[src/hdl/freq_dac_cfg.svh]
// timing counts, widths and oscillator select codes for the frequency converter
`ifndef FREQ_DAC_CFG_SVH
`define FREQ_DAC_CFG_SVH
`define CLK_PERIOD_NS 40
`define GATE_TIME_US 1000
`define GATE_CYCLES ((`GATE_TIME_US * 1000) / `CLK_PERIOD_NS)
`define CNT_W 24
`define RESULT_W 48
`define RESULTS_W 144
`define DAC_W 16
`define MCU_CLK_DIV 2
`define SEL_REF 2'h0
`define SEL_SUM 2'h1
`define SEL_SENSE 2'h2
`endif

[src/hdl/freq_dac_pkg.sv]
// types for the frequency converter
`default_nettype none
package freq_dac_pkg;
   typedef enum logic [1:0] {ST_SETTLE, ST_MEASURE, ST_STORE, ST_READY} meas_state_t;
endpackage : freq_dac_pkg
`default_nettype wire

[src/hdl/pressure_freq_counter_pwm_dac.sv]
// frequency-to-digital converter with serial readout and pwm dac
`include "freq_dac_cfg.svh"
`default_nettype none
module pressure_freq_counter_pwm_dac
   import freq_dac_pkg::*;
#(
   parameter int GATE_CYCLES = `GATE_CYCLES
) (
   input wire logic clk,
   input wire logic reset,
   input wire logic osc_in,
   input wire logic ser_clk,
   input wire logic ser_load,
   input wire logic ser_din,
   output logic [1:0] osc_sel,
   output logic data_ready,
   output logic ser_dout,
   output logic pwm_out,
   output logic mcu_clk
);

   ////////////////////////////////////////////////////////////////////////
   // input synchronisers: change counts when stages two and three agree
   logic [2:0] osc_s_r;
   logic [2:0] sck_s_r;
   logic [2:0] ld_s_r;
   logic [2:0] din_s_r;
   logic osc_q_r;
   logic sck_q_r;
   logic ld_q_r;
   logic din_q_r;
   // no reset on the chains: they flush themselves within three clocks
   always_ff @(posedge clk) begin
      osc_s_r <= {osc_s_r[1:0], osc_in};
      sck_s_r <= {sck_s_r[1:0], ser_clk};
      ld_s_r <= {ld_s_r[1:0], ser_load};
      din_s_r <= {din_s_r[1:0], ser_din};
   end

   // filtered level: follows the pin only once two stages agree, so a
   // pulse shorter than a clock never counts as an edge
   function automatic logic filt(input logic [2:0] s, input logic q);
      filt = (s[2] == s[1]) ? s[2] : q;
   endfunction : filt

   // filtered levels; the data pin is filtered too so a bit that changes
   // near a serial clock edge is never taken half-settled
   always_ff @(posedge clk) begin
      if (reset) begin
         osc_q_r <= 1'h0;
         sck_q_r <= 1'h0;
         ld_q_r <= 1'h0;
         din_q_r <= 1'h0;
      end else begin
         osc_q_r <= filt(osc_s_r, osc_q_r);
         sck_q_r <= filt(sck_s_r, sck_q_r);
         ld_q_r <= filt(ld_s_r, ld_q_r);
         din_q_r <= filt(din_s_r, din_q_r);
      end
   end

   // one-clock edge strobes, taken from the level the filter is about to hold
   logic osc_rise;
   logic sck_rise;
   logic ld_rise;
   assign osc_rise = filt(osc_s_r, osc_q_r) & ~osc_q_r;
   assign sck_rise = filt(sck_s_r, sck_q_r) & ~sck_q_r;
   assign ld_rise = filt(ld_s_r, ld_q_r) & ~ld_q_r;

   ////////////////////////////////////////////////////////////////////////
   // microcontroller clock from a free divider; it keeps running in every
   // state so the controller never stalls, and its ratio is fixed at build
   logic [7:0] div_r;
   always_ff @(posedge clk) begin
      if (reset) begin
         div_r <= 8'h00;
         mcu_clk <= 1'h0;
      end else if (div_r == 8'(`MCU_CLK_DIV - 1)) begin
         div_r <= 8'h00;
         mcu_clk <= ~mcu_clk;
      end else begin
         div_r <= div_r + 8'h01;
      end
   end

   ////////////////////////////////////////////////////////////////////////
   // measurement sequencer
   meas_state_t state_r;
   logic [`CNT_W-1:0] time_cnt_r;
   logic [`CNT_W-1:0] cyc_cnt_r;
   logic [`RESULTS_W-1:0] results_r;
   // gate is open long enough once the time count reaches its last clock
   logic gate_done;
   assign gate_done = (time_cnt_r >= `CNT_W'(GATE_CYCLES - 1));

   // measurement starts on an oscillator edge so the time count spans whole cycles
   always_ff @(posedge clk) begin
      if (reset) begin
         state_r <= ST_SETTLE;
         osc_sel <= `SEL_REF;
         time_cnt_r <= '0;
         cyc_cnt_r <= '0;
         data_ready <= 1'h0;
      end else begin
         unique case (state_r)
            ST_SETTLE: begin
               // counts held at zero so nothing from the last slot leaks in
               time_cnt_r <= '0;
               cyc_cnt_r <= '0;
               if (osc_rise) begin
                  state_r <= ST_MEASURE;
               end
            end
            ST_MEASURE: begin
               time_cnt_r <= time_cnt_r + `CNT_W'(1);
               if (osc_rise) begin
                  cyc_cnt_r <= cyc_cnt_r + `CNT_W'(1);
                  if (gate_done) begin
                     state_r <= ST_STORE;
                  end
               end
            end
            ST_STORE: begin
               // the sense slot closes the round; wrap to the reference for the next
               if (osc_sel == `SEL_SENSE) begin
                  osc_sel <= `SEL_REF;
                  state_r <= ST_READY;
                  data_ready <= 1'h1;
               end else begin
                  osc_sel <= osc_sel + 2'h1;
                  state_r <= ST_SETTLE;
               end
            end
            ST_READY: begin
               // hold results until the controller loads them out
               if (ld_rise) begin
                  data_ready <= 1'h0;
                  state_r <= ST_SETTLE;
               end
            end
         endcase
      end
   end

   // result store: slot picked by the active frequency, ref lowest
   always_ff @(posedge clk) begin
      if (reset) begin
         results_r <= '0;
      end else if (state_r == ST_STORE) begin
         results_r[osc_sel*`RESULT_W +: `RESULT_W] <= {time_cnt_r, cyc_cnt_r};
      end
   end

   ////////////////////////////////////////////////////////////////////////
   // serial port: load captures results, each ser_clk rise shifts one bit
   logic [`RESULTS_W-1:0] shift_r;
   logic [`DAC_W-1:0] rx_r;
   // transmit: load wins over a shift in the same clock, the controller
   // keeps the two apart anyway
   always_ff @(posedge clk) begin
      if (reset) begin
         shift_r <= '0;
         ser_dout <= 1'h0;
      end else if (ld_rise) begin
         shift_r <= results_r;
         ser_dout <= results_r[`RESULTS_W-1];
      end else if (sck_rise) begin
         shift_r <= {shift_r[`RESULTS_W-2:0], 1'h0};
         ser_dout <= shift_r[`RESULTS_W-2];
      end
   end

   // receive: the filtered data level is taken at each serial clock rise,
   // msb first; only the last sixteen bits survive
   always_ff @(posedge clk) begin
      if (reset) begin
         rx_r <= '0;
      end else if (sck_rise) begin
         rx_r <= {rx_r[`DAC_W-2:0], din_q_r};
      end
   end

   // value taken when load falls, so a write-back is atomic
   logic ld_fall;
   logic [`DAC_W-1:0] dac_val_r;
   assign ld_fall = ~filt(ld_s_r, ld_q_r) & ld_q_r;
   always_ff @(posedge clk) begin
      if (reset) begin
         dac_val_r <= '0;
      end else if (ld_fall) begin
         dac_val_r <= rx_r;
      end
   end

   ////////////////////////////////////////////////////////////////////////
   // pwm: period 2^DAC_W clocks, duty copied only at wrap to avoid glitches
   logic [`DAC_W-1:0] pwm_cnt_r;
   logic [`DAC_W-1:0] duty_r;
   always_ff @(posedge clk) begin
      if (reset) begin
         pwm_cnt_r <= '0;
         duty_r <= '0;
         pwm_out <= 1'h0;
      end else begin
         pwm_cnt_r <= pwm_cnt_r + `DAC_W'(1);
         if (pwm_cnt_r == '1) begin
            duty_r <= dac_val_r;
         end
         // compare against the held duty, never the live value
         pwm_out <= (pwm_cnt_r < duty_r);
      end
   end

endmodule : pressure_freq_counter_pwm_dac
`default_nettype wire

[config.mk]
export PLATFORM = sky130hd
export DESIGN_NAME = pressure_freq_counter_pwm_dac
export DESIGN_NICKNAME = d
export VERILOG_FILES = /design/src/hdl/freq_dac_pkg.sv /design/src/hdl/pressure_freq_counter_pwm_dac.sv
export VERILOG_INCLUDE_DIRS = /design/src /design/src/hdl
export SDC_FILE = /design/constraint.sdc
export NUM_CORES = 1
export LEC_CHECK = 0
export ABC_AREA = 1
export BUFFER_PORTS_ARGS = -buffer_cell sky130_fd_sc_hd__buf_4
export CORE_AREA = 4 4 192 194
export CTS_CLUSTER_DIAMETER = 40
export DETAILED_ROUTE_END_ITERATION = 7
export DIE_AREA = 0 0 196 198
export GPL_TIMING_DRIVEN = 0
export HOLD_SLACK_MARGIN = 0.15
export PLACE_DENSITY_LB_ADDON = 0.15
export SLEW_MARGIN = 20
export SYNTH_ARGS = -nofsm -noshare
export SYNTH_HDL_FRONTEND = slang
export SYNTH_SLANG_ARGS = --single-unit
export TNS_END_PERCENT = 20
[constraint.sdc]
create_clock -name clk -period 4.5 [get_ports clk]
set_input_delay 0.675 -clock clk [delete_from_list [all_inputs] [get_ports clk]]
set_output_delay 0.675 -clock clk [all_outputs]
set_load 0.02 [all_outputs]
==> impl_metrics.toml <==
[synth]
avgSynthCellArea_um2 = 6.899
synthFlopType = "dfxtp_1"
yosysTopAreaCellShare = 0.4490
async_reset_ff_frac = 0
synth_mux_area_frac = 0
synth_warnings = 0
synth_compound_area_frac = 0.2017
synth_top_family_by_area = "simple AND/OR/NAND/NOR gates"
yosysSeqAreaShare = 0.4490
synth_enable_flop_cells = 0
synth_cell_types = 47
yosys.area.top_type = "dfxtp_1"
syn_inst = 2785
synth-xor-area-share = 0.001367
yosys.area_share.simple = 0.2616
synthAdderAreaFrac = 0.01693
syn_nets = 2817
ys_ff_latch = 431
yosys-top-cells-area = "dfxtp_1, nand2_1, a21oi_1"
syn_area_um2 = 19210

[cts]
cts-htree-levels = 2
cts_tree = "built"
cts_sinks = 431
cts_made_buffers = 58
clock_latency_ns = 0.62
cts.path.max_buffers = 3
post-cts-setup-buffers = 0
cts_root_buffer = "clkbuf_16"
clkSlewWorstSetupHoldPaths_ns = 0.06
cts_resized = 0
ctsHoldBuffers = 1

[die]
start_util = 0.5455
die_w_um = 196
dieArea_um2 = 38810
pin_count = 12
rows = 69
core_um2 = 35220
die-height_um = 198

[placed_design]
dpl.cell_count = 3257
dp_slack_ns = 0.6218
io_buffer_count = 11
gp_congestion = 1.107
place_area_um2 = 19870
dp_hpwl_mm = 46.62

[pwr]
clockPowerShare = 0.467
fin_total_pwr_mw = 10.14
switching_share = 0.2919
pwr-share-comb = 0.135
seqPwrFrac = 0.398
leakagePower_nw = 7.577
p_int_mw = 7.180
power.density_nw_per_um2 = 463.0
peakVddDrop_mv = 0.4027
switching_power_mw = 2.960

[global_routing]
antenna_found_initial = 1
met2_usage = 0.5094
use_met3 = 0.04832
grt_max_degree = 16
grt_pass1_wl_mm = 96.70
grt_pass1_vias = 17340
grt_usage = 0.3141
overflow = 0
globalRoute.busiestLayer = "met2"
gr-usage-met1 = 0.4178

[timing]
finalMaxSlewViolations = 0
finalSetupViolations = 0
max_freq_mhz = 247.3
fin_crit_ns = 4.043
fin_tns_setup_ns = 0
worst_pin_slew_ns = 1.056
holdWs_ns = 0.1780
hold_viol = 0
rsz0062_at_grt = "false"
period_share = 0.8985
setup_slack_ns = 0.4569
timing.slew.headroom = 0.2963
skew_ns = 0.02950

[routing]
route.detailed.drc = 0
wl_per_cell_um = 18.61
via_count = 19030
drtIter0Drc = 1863
drtPass1Iterations = 6
drt_wl_total_mm = 62.65
avgViaCountPerCell = 5.653
postRouteAntennaNets = 0

[critical_path]
worst-path-max-fanout = 13
critPathLaunchType = "flip-flop"
cp_cell_sequence = "buf_2 > inv_2 > buf_2 > clkbuf_1 > ha_1 > buf_2 > inv_2 > nand2_2 > nand2_2 > inv_1 > clkbuf_1 > o21ai_0 > nand2_1 > a21oi_1"
crit_path_end_kind = "flip-flop"
slowest_delay_ns = 0.72
critical_path_class = "flip-flop to flip-flop"
slowest_stage = "o21ai_0"
rr_worst_depth = 14
cpMostUsedCell = "buf_2"
critPathArrivalTime_ns = 4.58
crit_required_ns = 5.04

[run]
drv_cap = 0

[layout]
nets = 2889
diodes = 0
final_core_utilization = 0.6217
drive_above_1_share = 0.06678
final_cell_mix = "nand2_1, nor2_1, dfxtp_1"
area_growth_pct = 13.97
fin_area_um2 = 21900
fin_cells = 3366
layout_commonest_cell = "nand2_1"

[worst_hold_path]
hold_class = "input port to flip-flop"
worstHoldPathCells = 1

[status]
status = "finished clean"
## cells by family (layout without fill, tap and decap cells)
| group | after synthesis | count (layout) |
|---|---|---|
| compound gates | 755 | 755 |
| xor+xnor | 3 | 3 |
| fa+ha+maj | 26 | 26 |
| buf+inv | 331 | 451 |
| flops | 431 | 431 |
| simple gates | 1239 | 1239 |
## power by group through the flow
stage / Clock (mW) / Sequential, mW / Combinational (mW)
floorplan: 0 / 4.10 / 0.914
global placement: 0 / 4.11 / 1.31
detailed placement: 0 / 4.12 / 1.32
CTS: 4.78 / 4.03 / 1.33
global route: 4.95 / 4.05 / 1.50
finish: 4.73 / 4.04 / 1.37
## area by class of cell
type | count | area [um2]
plain buffers | 194 | 810.8
clock buffers | 70 | 1546
clock inverters | 38 | 469.2
fillers | 3301 | 13320
inverters | 137 | 520.5
multi-input cells | 2023 | 9255
flip-flops and latches | 431 | 8628
well taps | 461 | 576.8
repair buffers | 12 | 92.59
## layer usage
metal	wire length, um	part of all wire
met1	26890	0.43
met2	28590	0.46
met3	4333	0.069
met4	2838	0.045
met5	0	0
## worst max-delay path: cells and delay by family (launching register included)
family / cells / cell delay (ns)
AO/OA/AOI/OAI: 2 / 0.90
adder cells (fa/ha/maj): 1 / 0.33
buffers and inverters: 8 / 1.82
flip-flops: 1 / 0.36
AND/OR/NAND/NOR: 3 / 0.54
## flip-flops by register name, indices dropped and copies added, names as in the netlist, 2 cells and up
name / flops
results_r: 144
cyc_cnt_r: 24
osc_s_r: 3
ld_s_r: 3
rx_r: 16
osc_sel: 2
dac_val_r: 16
state_r: 2
div_r: 8
sck_s_r: 3
din_s_r: 3
time_cnt_r: 24
duty_r: 16
pwm_cnt_r: 16
shift_r: 143
## Yosys cell counts (all sizes together) (4+ instances only)
cell type,n
a21oi,393
nand3,65
o21a,5
buf,62
or2,4
ha,26
nand4,48
a31oi,18
nor4,4
o22ai,16
nor3,48
nand2,625
inv,134
nor2,440
dfxtp,431
o21ai,310
clkbuf,132
## final timing paths
kind	startpoint	endpoint	slack, ns
setup / recovery	osc_sel[0]	results_r[135]	0.46
hold / removal	ser_din	din_s_r[0]	0.18
setup reg to reg	osc_sel[0]	results_r[135]	0.46
hold reg to reg	din_s_r[0]	din_s_r[1]	0.32
Note: power is estimated with default switching activity, not from simulation.
